## src/logic/acs_regs.svh

```systemverilog
// Constants for the ASCII serial command master: frame characters, lengths, timing.
// Assumes a 100 MHz ref_clk; times are given in ms and converted in the master.
`ifndef ACS_REGS_SVH
`define ACS_REGS_SVH

`define ACS_CH_START    8'h5b
`define ACS_CH_MASTER   8'h4d
`define ACS_CH_SLAVE    8'h53
`define ACS_CH_ADDR0    8'h30
`define ACS_CH_ADDR1    8'h31
`define ACS_CH_QUAL_V   8'h56
`define ACS_CH_QUAL_L   8'h4c
`define ACS_CH_FILL     8'h2a
`define ACS_CH_CR       8'h0d

`define ACS_HDR_LEN     8'h07
`define ACS_CMD_LEN_V   8'h07
`define ACS_CMD_LEN_L   8'h0f
`define ACS_RSP_LEN_V   8'h14
`define ACS_RSP_LEN_L   8'h17

`define ACS_CLK_KHZ     100000
`define ACS_GAP_MS      100
`define ACS_RSP_MS      300
`define ACS_DIV_9600    16'h28b1
`define ACS_DIV_115200  16'h0364

`endif

```

## src/logic/acs_pkg.sv

```systemverilog
// Types shared by the ASCII serial command master.
// Assumes acs_regs.svh carries the numeric constants.
package acs_pkg;

  typedef enum logic [3:0] {
    ACS_ST_IDLE = 4'h1,
    ACS_ST_SEND = 4'h2,
    ACS_ST_WAIT = 4'h4,
    ACS_ST_DONE = 4'h8
  } acs_state_t;

  typedef enum logic {
    ACS_CMD_VERIFY = 1'b0,
    ACS_CMD_LIMIT  = 1'b1
  } acs_cmd_t;

  typedef enum logic [1:0] {
    ACS_RES_OK      = 2'h0,
    ACS_RES_BAD     = 2'h1,
    ACS_RES_TIMEOUT = 2'h2,
    ACS_RES_LIMITS  = 2'h3
  } acs_res_t;

endpackage : acs_pkg

```

## src/logic/acs_master.sv

```systemverilog
// Master for an ASCII command protocol over an 8N1 serial line, plus its transmit FIFO.
// Assumes a single ref_clk domain; rxd arrives asynchronously from the slave.
// Functional notes
// - Characters are 8 data bits, 1 stop bit, no parity, no handshake.
// - Commands go out gap-free; slave gaps over 100 ms abort the reply.
// - No new command starts until the full reply including CR arrived; the master also accepts one after a timeout.
// - Commands start with the master prefix, replies with the slave prefix.
// - Byte one is the start character, bytes three and four the address.
// - Byte five is the qualifier; the reply must echo it.
// - Two hex length characters count start through data bytes.
// - Checksum is the modulo-256 sum of all bytes before it.
// - Checksum goes as two hex characters, high first, then CR.
// - Temperatures are signed 16-bit values, one count per 0.01 K.
// - Each value is four hex characters, most significant nibble first.
`timescale 1ns/10ps
`include "acs_regs.svh"

module acs_fifo #(
  parameter int WIDTH = 8,
  parameter int DEPTH = 8
) (
  // Clock and reset
  input  wire logic             ref_clk,
  input  wire logic             rst_n,
  // Fill side
  input  wire logic             in_valid,
  input  wire logic [WIDTH-1:0] in_data,
  output logic                  in_ready,
  // Drain side
  output logic                  out_valid,
  output logic      [WIDTH-1:0] out_data,
  input  wire logic             out_ready
);
  localparam int AW = $clog2(DEPTH);
  logic [WIDTH-1:0] mem [DEPTH];
  logic [AW-1:0]    wp;
  logic [AW-1:0]    rp;
  logic [AW:0]      count;
  logic             push;
  logic             pop;

  assign in_ready  = (count != (AW+1)'(DEPTH));
  assign out_valid = (count != '0);
  assign out_data  = mem[rp];
  assign push      = in_valid && in_ready;
  assign pop       = out_valid && out_ready;

  always_ff @(posedge ref_clk) begin
    if (push) begin
      mem[wp] <= in_data;
    end
  end

  always_ff @(posedge ref_clk) begin
    if (!rst_n) begin
      wp    <= '0;
      rp    <= '0;
      count <= '0;
    end else begin
      if (push) wp <= (wp == AW'(DEPTH-1)) ? '0 : wp + 1'b1;
      if (pop)  rp <= (rp == AW'(DEPTH-1)) ? '0 : rp + 1'b1;
      count <= count + (AW+1)'(push) - (AW+1)'(pop);
    end
  end
endmodule : acs_fifo

module acs_master
  import acs_pkg::*;
#(
  parameter int GAP_CYC  = `ACS_GAP_MS * `ACS_CLK_KHZ,
  parameter int RESP_CYC = `ACS_RSP_MS * `ACS_CLK_KHZ,
  parameter int FIFO_DEPTH = 8
) (
  // Clock and reset
  input  wire logic        ref_clk,
  input  wire logic        rst_n,
  // Configuration
  input  wire logic [15:0] baud_div,
  // Command request
  input  wire logic        cmd_valid,
  input  wire logic        cmd_kind,
  output logic             cmd_ready,
  // Result
  output logic             done,
  output logic [1:0]       result,
  output logic             id_valid,
  output logic [7:0]       id_char,
  output logic [15:0]      lim_set_lo,
  output logic [15:0]      lim_set_hi,
  output logic [15:0]      lim_work_lo,
  output logic [15:0]      lim_work_hi,
  // Serial pins
  output logic             txd,
  input  wire logic        rxd
);

  function automatic logic [7:0] hex_char(input logic [3:0] n);
    hex_char = (n < 4'ha) ? (8'h30 + {4'h0, n}) : (8'h37 + {4'h0, n});
  endfunction : hex_char

  // Upper-case only; bit 4 flags a valid digit
  function automatic logic [4:0] hex_val(input logic [7:0] c);
    if (c >= 8'h30 && c <= 8'h39) hex_val = {1'b1, c[3:0]};
    else if (c >= 8'h41 && c <= 8'h46) hex_val = {1'b1, c[3:0] + 4'h9};
    else hex_val = 5'h00;
  endfunction : hex_val

  acs_state_t  state;
  acs_cmd_t    kind;
  logic [7:0]  tx_idx;
  logic [7:0]  tx_sum;
  logic [7:0]  tx_len;
  logic [7:0]  tx_byte;
  logic        all_pushed;
  logic        f_in_valid;
  logic        f_in_ready;
  logic        f_out_valid;
  logic [7:0]  f_out_data;
  logic        f_out_ready;
  logic        tx_busy;
  logic [9:0]  tx_sh;
  logic [15:0] tx_cnt;
  logic [3:0]  tx_bit;
  logic        rxd_s1;
  logic        rxd_s2;
  logic        rx_busy;
  logic [15:0] rx_cnt;
  logic [3:0]  rx_bit;
  logic [7:0]  rx_sh;
  logic        rx_stb;
  logic [7:0]  rx_byte;
  logic        rx_ferr;
  logic [7:0]  pos;
  logic [7:0]  rsp_len;
  logic [7:0]  rsp_sum;
  logic [7:0]  got_sum;
  logic        bad;
  logic        got_any;
  logic [31:0] tmr;
  logic [63:0] lim_sh;
  logic [4:0]  hv;
  logic [7:0]  exp_len;
  logic [7:0]  qual;

  assign tx_len  = (kind == ACS_CMD_LIMIT) ? `ACS_CMD_LEN_L : `ACS_CMD_LEN_V;
  assign exp_len = (kind == ACS_CMD_LIMIT) ? `ACS_RSP_LEN_L : `ACS_RSP_LEN_V;
  assign qual    = (kind == ACS_CMD_LIMIT) ? `ACS_CH_QUAL_L : `ACS_CH_QUAL_V;
  assign hv      = hex_val(rx_byte);

  // Command frame builder; fill bytes pad the limit query data field
  always_comb begin
    case (tx_idx)
      8'h00:   tx_byte = `ACS_CH_START;
      8'h01:   tx_byte = `ACS_CH_MASTER;
      8'h02:   tx_byte = `ACS_CH_ADDR0;
      8'h03:   tx_byte = `ACS_CH_ADDR1;
      8'h04:   tx_byte = qual;
      8'h05:   tx_byte = hex_char(tx_len[7:4]);
      8'h06:   tx_byte = hex_char(tx_len[3:0]);
      default: begin
        if (tx_idx < tx_len) tx_byte = `ACS_CH_FILL;
        else if (tx_idx == tx_len) tx_byte = hex_char(tx_sum[7:4]);
        else if (tx_idx == tx_len + 8'h01) tx_byte = hex_char(tx_sum[3:0]);
        else tx_byte = `ACS_CH_CR;
      end
    endcase
  end

  assign f_in_valid  = (state == ACS_ST_SEND) && !all_pushed;
  assign f_out_ready = !tx_busy;

  // Buffer decouples frame building from the slow line; full stalls the builder
  acs_fifo #(.WIDTH(8), .DEPTH(FIFO_DEPTH)) u_fifo (
    .ref_clk   (ref_clk),
    .rst_n     (rst_n),
    .in_valid  (f_in_valid),
    .in_data   (tx_byte),
    .in_ready  (f_in_ready),
    .out_valid (f_out_valid),
    .out_data  (f_out_data),
    .out_ready (f_out_ready)
  );

  // Serial transmitter, 8N1
  always_ff @(posedge ref_clk) begin
    if (!rst_n) begin
      tx_busy <= 1'b0;
      tx_sh   <= 10'h3ff;
      tx_cnt  <= 16'h0000;
      tx_bit  <= 4'h0;
      txd     <= 1'b1;
    end else if (!tx_busy) begin
      if (f_out_valid) begin
        tx_busy <= 1'b1;
        tx_sh   <= {1'b1, f_out_data, 1'b0};
        tx_cnt  <= baud_div - 16'h0001;
        tx_bit  <= 4'h0;
        txd     <= 1'b0;
      end
    end else if (tx_cnt == 16'h0000) begin
      tx_cnt <= baud_div - 16'h0001;
      if (tx_bit == 4'h9) begin
        tx_busy <= 1'b0;
      end else begin
        tx_sh  <= {1'b1, tx_sh[9:1]};
        txd    <= tx_sh[1];
        tx_bit <= tx_bit + 4'h1;
      end
    end else begin
      tx_cnt <= tx_cnt - 16'h0001;
    end
  end

  always_ff @(posedge ref_clk) begin
    if (!rst_n) begin
      rxd_s1 <= 1'b1;
      rxd_s2 <= 1'b1;
    end else begin
      rxd_s1 <= rxd;
      rxd_s2 <= rxd_s1;
    end
  end

  // Serial receiver, samples mid-bit
  always_ff @(posedge ref_clk) begin
    if (!rst_n) begin
      rx_busy <= 1'b0;
      rx_cnt  <= 16'h0000;
      rx_bit  <= 4'h0;
      rx_sh   <= 8'h00;
      rx_stb  <= 1'b0;
      rx_byte <= 8'h00;
      rx_ferr <= 1'b0;
    end else begin
      rx_stb <= 1'b0;
      if (!rx_busy) begin
        if (!rxd_s2) begin
          rx_busy <= 1'b1;
          rx_cnt  <= {1'b0, baud_div[15:1]};
          rx_bit  <= 4'h0;
        end
      end else if (rx_cnt == 16'h0000) begin
        rx_cnt <= baud_div - 16'h0001;
        rx_bit <= rx_bit + 4'h1;
        if (rx_bit == 4'h0) begin
          if (rxd_s2) rx_busy <= 1'b0;
        end else if (rx_bit < 4'h9) begin
          rx_sh <= {rxd_s2, rx_sh[7:1]};
        end else begin
          rx_stb  <= 1'b1;
          rx_byte <= rx_sh;
          rx_ferr <= !rxd_s2;
          rx_busy <= 1'b0;
        end
      end else begin
        rx_cnt <= rx_cnt - 16'h0001;
      end
    end
  end

  // Request sequencing; one command in flight at a time
  always_ff @(posedge ref_clk) begin
    if (!rst_n) begin
      state      <= ACS_ST_IDLE;
      kind       <= ACS_CMD_VERIFY;
      tx_idx     <= 8'h00;
      tx_sum     <= 8'h00;
      all_pushed <= 1'b0;
      cmd_ready  <= 1'b1;
    end else begin
      case (state)
        ACS_ST_IDLE: begin
          if (cmd_valid) begin
            kind       <= acs_cmd_t'(cmd_kind);
            tx_idx     <= 8'h00;
            tx_sum     <= 8'h00;
            all_pushed <= 1'b0;
            cmd_ready  <= 1'b0;
            state      <= ACS_ST_SEND;
          end
        end
        ACS_ST_SEND: begin
          if (f_in_valid && f_in_ready) begin
            if (tx_idx < tx_len) tx_sum <= tx_sum + tx_byte;
            if (tx_idx == tx_len + 8'h02) all_pushed <= 1'b1;
            tx_idx <= tx_idx + 8'h01;
          end
          // Reply timing counts from the end of the last stop bit
          if (all_pushed && !f_out_valid && !tx_busy) state <= ACS_ST_WAIT;
        end
        ACS_ST_WAIT: begin
          if (done) state <= ACS_ST_DONE;
        end
        ACS_ST_DONE: begin
          cmd_ready <= 1'b1;
          state     <= ACS_ST_IDLE;
        end
        default: state <= ACS_ST_IDLE;
      endcase
    end
  end

  // Reply parser; bytes outside a wait are dropped
  always_ff @(posedge ref_clk) begin
    if (!rst_n) begin
      pos      <= 8'h00;
      rsp_len  <= 8'h00;
      rsp_sum  <= 8'h00;
      got_sum  <= 8'h00;
      bad      <= 1'b0;
      got_any  <= 1'b0;
      tmr      <= 32'h0;
      lim_sh   <= 64'h0;
      done     <= 1'b0;
      result   <= 2'h0;
      id_valid <= 1'b0;
      id_char  <= 8'h00;
    end else begin
      done     <= 1'b0;
      id_valid <= 1'b0;
      if (state != ACS_ST_WAIT || done) begin
        pos     <= 8'h00;
        rsp_sum <= 8'h00;
        bad     <= 1'b0;
        got_any <= 1'b0;
        tmr     <= 32'h0;
      end else if (rx_stb) begin
        got_any <= 1'b1;
        tmr     <= 32'h0;
        pos     <= pos + 8'h01;
        if (pos < rsp_len || pos < `ACS_HDR_LEN) rsp_sum <= rsp_sum + rx_byte;
        if (rx_ferr) bad <= 1'b1;
        case (pos)
          8'h00: if (rx_byte != `ACS_CH_START) bad <= 1'b1;
          8'h01: if (rx_byte != `ACS_CH_SLAVE) bad <= 1'b1;
          8'h02: if (rx_byte != `ACS_CH_ADDR0) bad <= 1'b1;
          8'h03: if (rx_byte != `ACS_CH_ADDR1) bad <= 1'b1;
          8'h04: if (rx_byte != qual) bad <= 1'b1;
          8'h05: begin
            rsp_len[7:4] <= hv[3:0];
            if (!hv[4]) bad <= 1'b1;
          end
          8'h06: begin
            rsp_len[3:0] <= hv[3:0];
            if (!hv[4] || {rsp_len[7:4], hv[3:0]} != exp_len) bad <= 1'b1;
          end
          default: begin
            if (rx_byte == `ACS_CH_CR && (bad || pos >= rsp_len + 8'h02)) begin
              done <= 1'b1;
              if (bad || pos != rsp_len + 8'h02 || got_sum != rsp_sum) begin
                result <= ACS_RES_BAD;
              end else if (kind == ACS_CMD_LIMIT &&
                           ($signed(lim_sh[63:48]) < $signed(lim_sh[31:16]) ||
                            $signed(lim_sh[47:32]) > $signed(lim_sh[15:0]))) begin
                result <= ACS_RES_LIMITS;
              end else begin
                result <= ACS_RES_OK;
              end
              if (kind == ACS_CMD_LIMIT) begin
                lim_set_lo  <= lim_sh[63:48];
                lim_set_hi  <= lim_sh[47:32];
                lim_work_lo <= lim_sh[31:16];
                lim_work_hi <= lim_sh[15:0];
              end
            end else if (pos < rsp_len) begin
              if (kind == ACS_CMD_LIMIT) begin
                lim_sh <= {lim_sh[59:0], hv[3:0]};
                if (!hv[4]) bad <= 1'b1;
              end else begin
                id_valid <= 1'b1;
                id_char  <= rx_byte;
              end
            end else if (pos < rsp_len + 8'h02) begin
              got_sum <= {got_sum[3:0], hv[3:0]};
              if (!hv[4]) bad <= 1'b1;
            end else begin
              bad <= 1'b1;
            end
          end
        endcase
      end else begin
        // Silence limit: first byte waits for the reply time, later ones for the gap
        tmr <= tmr + 32'h1;
        if (tmr >= (got_any ? 32'(GAP_CYC) : 32'(RESP_CYC))) begin
          done   <= 1'b1;
          result <= ACS_RES_TIMEOUT;
        end
      end
    end
  end

endmodule : acs_master

```

## config.mk

```make
export PLATFORM = sky130hd
export DESIGN_NAME = acs_master
export DESIGN_NICKNAME = d
export VERILOG_FILES = /design/src/logic/acs_pkg.sv /design/src/logic/acs_master.sv
export VERILOG_INCLUDE_DIRS = /design/src /design/src/logic
export SDC_FILE = /design/constraint.sdc
export NUM_CORES = 1
export LEC_CHECK = 0
export ABC_AREA = 1
export BUFFER_PORTS_ARGS = -buffer_cell sky130_fd_sc_hd__buf_2
export CAP_MARGIN = 40
export CORE_UTILIZATION = 50
export DETAILED_ROUTE_END_ITERATION = 16
export GPL_ROUTABILITY_DRIVEN = 0
export PLACE_DENSITY = 0.64
export SYNTH_ARGS = -nofsm -noshare
export SYNTH_HDL_FRONTEND = slang
export SYNTH_SLANG_ARGS = --single-unit
```

## constraint.sdc

```tcl
create_clock -name ref_clk -period 11 [get_ports ref_clk]
set_input_delay 1.1 -clock ref_clk [delete_from_list [all_inputs] [get_ports ref_clk]]
set_output_delay 1.1 -clock ref_clk [all_outputs]
set_load 0.02 [all_outputs]
```

# Word-level counts from Yosys, hierarchy flattened
# Memories as Yosys holds them, arrays and structs flattened. A register that Yosys moved wholly into a read port is not among the register bits.
# Index checks and enable logic that the tools add are counted.
[totals] output_inout_bits=78 n_memories=1 mem_bits_rw=56 reg_bits=312
[memory_table] name="u_fifo.mem" depth=8 width=7 read_ports=1 rd_ports_with_merged_regs=1 wr=1 line="acs_master.sv:35" rtl="logic [WIDTH-1:0] mem [DEPTH];"
[classes] eq_ne=45 n_lt_le_gt_ge=17 mux=90 n_addsub=26 reduce_logical=54 bitwise_logic=11
[op_table] cell="16-bit two-way mux" count=6
[op_table] cell="7-bit two-way mux" count=7
[op_table] cell="7-bit one-hot mux with 7 select lines" count=1
[op_table] cell="8-bit by 3-bit == test with 1-bit output (second input constant)" count=6
[op_table] cell="16-bit by 1-bit subtractor with 16-bit output (second input constant)" count=3
[op_table] cell="4-bit two-way mux" count=11
[op_table] cell="6-bit by 4-bit adder with 7-bit output (first input constant)" count=6
[op_table] cell="10-bit two-way mux" count=4
[op_table] cell="1-bit two-way mux" count=36
[op_table] cell="32-bit by 1-bit adder with 32-bit output (second input constant)" count=1
[op_table] cell="8-bit by 2-bit == test with 1-bit output (second input constant)" count=4
[op_table] cell="32-bit by 25-bit greater-or-equal comparator with 1-bit output" count=1
[op_table] cell="16-bit zero test" count=2
[op_table] cell="8-bit two-way mux" count=4
[op_table] cell="8-bit one-hot mux with 2 select lines" count=2
[op_table] cell="25-bit two-way mux" count=1
[op_table] cell="6-bit AND reduction" count=4
[op_table] cell="4-bit AND reduction" count=5
[op_table] cell="8-bit by 1-bit adder with 8-bit output (second input constant)" count=2
[op_table] cell="8-bit adder" count=2
[op_table] cell="8-bit by 1-bit == test with 1-bit output (second input constant)" count=2
[op_table] cell="8-bit by 5-bit == test with 1-bit output" count=2
[op_table] cell="16-bit > comparator" count=1
[op_table] cell="8-bit zero test" count=2
[op_table] cell="other kinds (56)" count=128

# Longest topological paths before layout
# Gate-level depths: netlist of run 1.
[depth] ltp_word=11 ltp_mapped=23 depth_no_buf=23

# By module
# A second synthesis of run 1 with hierarchy kept.
[unflattened] hier_cells=2400 hier_area_um2=19174.6
[by_module_without_submodules] mod="acs_master" instances=1 seq_area_each_um2=6646.4 area_per_inst_um2=15617.5 cells_each=2029
[by_module_without_submodules] mod="acs_fifo" instances=1 seq_area_each_um2=2182.1 area_per_inst_um2=3557.2 cells_each=371

# Least setup slack after synthesis of run 1
# OpenSTA, ideal clock, no wires.
[synth_path] path_kind="in2reg" start="input rst_n" end="register lim_set_hi[0] (enable)" stages=4 path_buffers=2 setup_time_ps=644 t_arrival_ps=7906 required_ps=10356 setup_slack_ps=2450 path_cell_list="clkbuf_1 > clkinv_1 > clkbuf_1 > nor4_1"
[synth_via] elab_chain_len=1
[synth_lines] element="start: declaration" line="acs_master.sv:76" rtl="input wire logic rst_n,"
[synth_lines] element="6-bit AND reduction (no line)"
[synth_lines] element="end signal: assignment" line="acs_master.sv:361" rtl="lim_set_hi <= lim_sh[47:32];"
[synth_lines] element="end: declaration" line="acs_master.sv:89" rtl="output logic [15:0] lim_set_hi,"
# No other way between the ends.
# A chain may end at the register's enable or synchronous reset.

# Final worst setup path of run 1
[layout_path] start="register kind" end="register tx_sum[6]"
[layout_via] word_cells_on_any_way=20
[layout_rtl] element="start: declaration" line="acs_master.sv:109" rtl="acs_cmd_t kind;"
[layout_rtl] element="start signal: assignment" line="acs_master.sv:274" rtl="kind <= acs_cmd_t'(cmd_kind);"
[layout_rtl] element="5-bit two-way mux (no line)"
[layout_rtl] element="net qual[1]" line="acs_master.sv:143" rtl="logic [7:0] qual;"
[layout_rtl] element="7-bit one-hot mux with 7 select lines" line="acs_master.sv:152" rtl="case (tx_idx)"
[layout_rtl] element="8-bit adder" line="acs_master.sv:284" rtl="if (tx_idx < tx_len) tx_sum <= tx_sum + tx_byte;"
[layout_rtl] element="8-bit two-way mux" line="acs_master.sv:284"
[layout_rtl] element="8-bit two-way mux" line="acs_master.sv:283" rtl="if (f_in_valid && f_in_ready) begin"
[layout_rtl] element="8-bit one-hot mux with 2 select lines" line="acs_master.sv:271" rtl="case (state)"
[layout_rtl] element="end signal: assignment" line="acs_master.sv:284"
[layout_rtl] element="end: declaration" line="acs_master.sv:111" rtl="logic [7:0] tx_sum;"
# The timed path passes the listed nets, and every way through them passes these cells. The select of a mux whose other input is x is not followed.

==> results.py, run 1 <==
metrics = {
    "run_status": {
        "status": "finished clean",
    },
    "setup_path": {
        "crit_path_start_kind": "register",
        "path_class": "reg2reg",
        "crit_fanout": 10,
        "arrival_ns": 4.69,
        "worst_ep_required_time_ns": 11.50,
        "crit_path_end_kind": "register",
    },
    "timing": {
        "setup_viol": 0,
        "hold_slack_ns": 0.418,
        "drv_slew": 0,
        "rsz0062_at_grt": "false",
        "hold_viol": 0,
        "fin_tns_setup_ns": 0,
        "post-route-period-util_pct": 38.1,
        "max_slew_margin_pct": 38.8,
        "finClkSkew_ns": 0.0115,
        "fmax_mhz": 238,
        "layout_min_cycle_time_ns": 4.19,
        "worstMarginPinSlew_ns": 0.909,
    },
    "clock_network": {
        "clock_latency_ns": 0.56,
        "clock_sinks": 369,
        "cts_hold_buf": 0,
        "numCtsBuffers": 41,
        "clkTransAtPathRegs_ns": 0.06,
        "cts_root_buf": "clkbuf_16",
        "clk_path_buf_depth": 3,
        "cts_setup_buffers": 0,
        "post_cts_resized": 0,
        "htreeDepth": 2,
        "cts_tree": "yes",
    },
    "drt": {
        "vias_per_cell": 5.39,
        "vias": 15362,
        "wire_per_inst_um": 15.0,
        "drt_pre_antenna_iters": 6,
        "final_antenna_net_count": 0,
        "drt_iter0_drc": 936,
        "drt_wl_total_um": 42900,
        "route.detailed.drc": 0,
    },
    "power": {
        "p_leak_uw": 0.00830,
        "peakVddDrop_uv": 164,
        "p_per_area_nw_per_um2": 184,
    },
    "global_routing": {
        "grt_use_total_pct": 22.7,
        "grt_start_max_net_pins": 71,
        "antenna_found_initial": 2,
        "grt_pass1_wl_um": 70400,
        "grt_pass1_vias": 14308,
        "gr-total-overflow": 0,
    },
    "yosys": {
        "synth.cell_area_um2": 18500,
        "ys.warnings.count": 0,
        "synthArstFlopShare_pct": 0,
        "ys_seq_elements": 369,
        "syn-instance-count": 2257,
        "synthFlopType": "dfxtp_1",
        "synthesis.nets": 2386,
        "synth_area_per_cell_um2": 8.22,
        "synth.distinct_cells": 63,
        "synth-edff-count": 120,
        "seq_area_frac_synth_pct": 46.3,
    },
    "min_path": {
        "hp-class": "reg2reg",
    },
    "flow_run": {
        "cap_violations": 0,
    },
    "cells_and_area": {
        "syn2layout_area_growth_pct": 12.2,
        "fillCellCount": 3300,
        "layout_common_cells": "nand2_1, inv_1, dfxtp_1",
        "final_cell_area_um2": 20800,
        "final_nets": 2477,
        "layout.cells.most_common": "nand2_1",
        "drive_gt1_share_pct": 10.2,
        "utilization_pct": 57.0,
    },
    "die": {
        "core_area_um2": 36500,
        "fp-row-count": 70,
        "die_w_um": 195,
        "start_util_pct": 50.8,
        "pin_count": 99,
        "die_area_um2": 37900,
        "fp.dieH_um": 195,
    },
    "place": {
        "post_dp_cell_area_um2": 19400,
        "port_buffers": 98,
        "dp_hpwl_um": 30200,
    },
}
stage by stage:
step                cells  setup slack [ns]  total power, uW
global placement     2765              6.99             2380
floorplan            2257              2.45             2210
global route         2849              6.37             4030
finish               2850              6.81             3820
CTS                  2848              6.87             3850
detailed placement   2772              6.89             2430
path summary, 6_finish.rpt:
check,startpoint,endpoint,slack [ns],cells past startpoint
max,kind,tx_sum[6],6.81,19
min,rxd_s1,rxd_s2,0.42,1
min reg2reg,rxd_s1,rxd_s2,0.42,1
max reg2reg,kind,tx_sum[6],6.81,19
routing by layer:
| layer | global-route usage [%] | share of wire, % | wire, um | up-vias |
|---|---|---|---|---|
| met2 | 37.4 | 46 | 19900 | 362 |
| met5 | 0 | 0.033 | 14 | - |
| met4 | 8.52 | 2.7 | 1140 | 2 |
| met3 | 3.64 | 4.8 | 2050 | 80 |
| met1 | 29.9 | 46 | 19800 | 7133 |
| li1 | - | - | - | 7785 |
report_power, final:
group | total (uW) | switching, uW | internal [uW] | leakage [uW]
combinational | 824 | 554 | 270 | 0.00450
clock | 1410 | 552 | 858 | 0.000688
sequential | 1590 | 70.6 | 1510 | 0.00311
total | 3820 | 1180 | 2640 | 0.00830
kinds of logic after synthesis:
group	count (synthesis)	synth area share, %
xor gates and xnor gates	51	2.41
AOI/OAI and AO/OA	471	14.4
DFF	369	46.3
and+or+nand+nor	897	21.4
buffers and inverters	361	8.06
adders and majority gates	108	7.41
critical path, cell delays in order (launching register included):
cell and delay, ns:
dfxtp_1 0.51, clkinv_1 0.34, ha_1 0.40, nand2_1 0.10
nand3_1 0.24, o2111ai_1 0.15, o21ai_0 0.73, ha_1 0.32
inv_1 0.06, fa_1 0.35, inv_1 0.07, nand2_1 0.06
nand2_1 0.06, a21oi_1 0.07, nor2_1 0.13, nor2_1 0.06
o21bai_1 0.15, o21ai_0 0.09, a21oi_1 0.13, o21a_1 0.12
Yosys cell counts, types with 4 or more instances:
cell,number,area share [%]
o21ai_1,4,0.11
a32oi_1,15,0.71
inv_2,9,0.18
o31ai_1,4,0.16
nor2_1,193,3.9
o211ai_1,14,0.57
buf_6,16,0.97
dfxtp_1,249,27
o21ai_0,126,3.4
clkinv_1,4,0.081
nand4_1,30,1.0
nand3_2,7,0.38
a31oi_1,14,0.47
ha_1,105,7.1
edfxtp_1,120,19
a211oi_2,8,0.54
nor2_4,5,0.30
nand2_4,4,0.24
nor3_1,42,1.1
nand3b_1,8,0.32
clkbuf_1,33,0.67
buf_2,9,0.24
a211oi_1,8,0.32
inv_1,283,5.7
buf_1,5,0.10
xor2_1,41,1.9
nor2_2,11,0.37
o21a_1,8,0.32
a21oi_1,237,6.4
nor4_1,12,0.40
o22ai_1,10,0.34
nand2_1,463,9.4
or2_2,5,0.17
nand3_1,98,2.6
xnor2_1,10,0.47
registers in the layout (all words and copies together), names as in the netlist, 16 cells and up, named ones only:
signal	count
lim_sh	64
u_fifo.mem	56
tmr	32
lim_set_hi	16
lim_set_lo	16
lim_work_hi	16
lim_work_lo	16
rx_cnt	16
tx_cnt	16
cell type report:
class / count / area [um2] / area share [%]
Antenna cell: 1 / 2.50 / 0.0120
Clock buffer: 56 / 1200 / 5.76
Clock inverter: 20 / 204 / 0.981
Inverter: 297 / 1120 / 5.40
Multi-Input combinational cell: 1527 / 8470 / 40.7
Sequential cell: 369 / 8590 / 41.3
Tap cell: 468 / 586 / 2.82
Timing Repair Buffer: 112 / 634 / 3.05
Power figures use the tool's default switching activity.
==> run 2, diff against run 1 <==
- clock period: 11 -> 4.4 ns (I/O delays scaled with it)
==> results.py, run 2 (synthesis results as in run 1) <==
metrics = {
    "timing": {
        "fmax_mhz": 277,
        "fin_tns_setup_ns": 0,
        "worstMarginPinSlew_ns": 0.860,
        "hold_viol": 0,
        "finClkSkew_ns": 0.0174,
        "post-route-period-util_pct": 82.2,
        "max_slew_margin_pct": 42.5,
        "layout_min_cycle_time_ns": 3.62,
        "drv_slew": 0,
        "rsz0062_at_grt": "false",
        "setup_viol": 0,
    },
    "cells_and_area": {
        "multiInputGateArea_um2": 8470,
        "largestRegisters": "lim_sh x64, u_fifo.mem x56, tmr x32",
        "largest_register": "lim_sh",
        "layout.cells.most_common": "nand2_1",
        "largest_reg_flops": 64,
        "syn2layout_area_growth_pct": 11.8,
        "layout_common_cells": "nand2_1, inv_1, dfxtp_1",
        "final_nets": 2480,
        "drive_gt1_share_pct": 10.2,
        "regArea_um2": 8590,
        "final_cell_area_um2": 20700,
        "fillCellCount": 3316,
    },
    "die": {
        "die_area_um2": 37900,
        "die_w_um": 195,
        "fp-row-count": 70,
        "start_util_pct": 50.8,
        "pin_count": 99,
        "fp.dieH_um": 195,
        "core_area_um2": 36500,
    },
    "drt": {
        "drt_iter0_drc": 1009,
        "drt_wl_total_um": 43500,
        "route.detailed.drc": 0,
        "drt_pre_antenna_iters": 7,
        "vias": 15301,
        "wire_per_inst_um": 15.2,
        "vias_per_cell": 5.37,
        "final_antenna_net_count": 0,
    },
    "setup_path": {
        "reg2reg_depth": 23,
        "arrival_ns": 4.05,
        "path_class": "reg2reg",
        "crit_path_start_kind": "register",
        "r2r-start": "tx_idx[6]",
        "crit_path_end_kind": "register",
        "crit_fanout": 9,
        "rrSetupSlack_ns": 0.78,
        "r2r-end": "tx_sum[7]",
        "worst_ep_required_time_ns": 4.84,
    },
    "clock_network": {
        "cts_tree": "yes",
        "cts_hold_buf": 0,
        "numCtsBuffers": 41,
        "clock_latency_ns": 0.57,
        "post_cts_resized": 0,
        "htreeDepth": 2,
        "clk_path_buf_depth": 3,
        "cts_root_buf": "clkbuf_16",
        "clock_sinks": 369,
        "clkTransAtPathRegs_ns": 0.06,
        "cts_setup_buffers": 0,
    },
    "global_routing": {
        "grt_use_total_pct": 23.4,
        "antenna_found_initial": 1,
        "grt_start_max_net_pins": 72,
        "grt_pass1_vias": 14871,
        "gr-total-overflow": 0,
        "grt_pass1_wl_um": 73000,
    },
    "min_path": {
        "worstHoldEndpoint": "rxd_s1",
        "hp-class": "in2reg",
        "worstHoldPathCells": 2,
        "min-delay-start": "rxd",
    },
    "run_status": {
        "status": "finished clean",
    },
    "place": {
        "port_buffers": 98,
        "dp_hpwl_um": 30600,
        "post_dp_cell_area_um2": 19400,
    },
    "power": {
        "p_leak_uw": 0.00827,
        "peakVddDrop_uv": 312,
        "p_per_area_nw_per_um2": 449,
    },
    "flow_run": {
        "cap_violations": 0,
    },
}
-- run 2: power by group --
group	internal (uW)	total [uW]	switching (uW)	leakage, uW
logic	671	2040	1370	0.00452
clock network	1860	3280	1420	0.000634
registers	3790	3980	197	0.00311
-- run 2: final cells by class --
cell class | count | share of cell area (%)
Antenna cell | 1 | 0.0121
Clock buffer | 55 | 5.59
Clock inverter | 20 | 0.670
Inverter | 297 | 5.42
Multi-Input combinational cell | 1527 | 40.9
Sequential cell | 369 | 41.4
Tap cell | 468 | 2.83
Timing Repair Buffer | 115 | 3.15
-- run 2: worst max-delay path: stages, from the launching register on --
cell and delay, ns:
dfxtp_1 0.33, nor2_1 0.12, inv_1 0.07, nor3_2 0.15
inv_2 0.11, nor3_1 0.43, nor2_1 0.11, nand3_2 0.13
inv_1 0.10, o2111ai_1 0.11, o21ai_1 0.17, inv_1 0.26
ha_1 0.29, nand3_1 0.08, nand3_1 0.10, nand2_1 0.08
nand2_1 0.06, a21oi_1 0.18, nor2_1 0.08, nor2_1 0.09
nor2_1 0.04, o21ai_0 0.20, xor2_1 0.17, nor2_1 0.05
-- run 2: metal layers --
layer	global-route usage [%]	share of wire, %
met5	0	0
met2	38.1	46
met1	31.2	47
met4	8.32	2.5
met3	4.20	5.3
-- run 2: worst max path at each step --
stage / from / end / slack [ns] / depth (start not counted)
CTS: tx_idx[6] / tx_sum[7] / 0.83 / 23
detailed placement: tx_idx[6] / tx_sum[7] / 0.86 / 23
finish: tx_idx[6] / tx_sum[7] / 0.78 / 23
floorplan: rsp_len[1] / lim_set_hi[0] / 0.08 / 12
global route: tx_idx[6] / tx_sum[7] / 0.33 / 23
global placement: kind / tx_sum[6] / 0.69 / 21
-- run 2: through the flow --
step / instances / utilization [%] / setup slack, ns / total power (uW) / hold WS, ns
floorplan: 2257 / - / 0.0807 / 5510 / 0.393
global route: 2851 / 56.7 / 0.331 / 9830 / 0.0756
finish: 2852 / 56.7 / 0.785 / 9310 / 0.0768
global placement: 2772 / 53.0 / 0.689 / 6000 / 0.396
detailed placement: 2776 / 53.2 / 0.859 / 6070 / 0.406
CTS: 2851 / 56.7 / 0.826 / 9370 / 0.0507
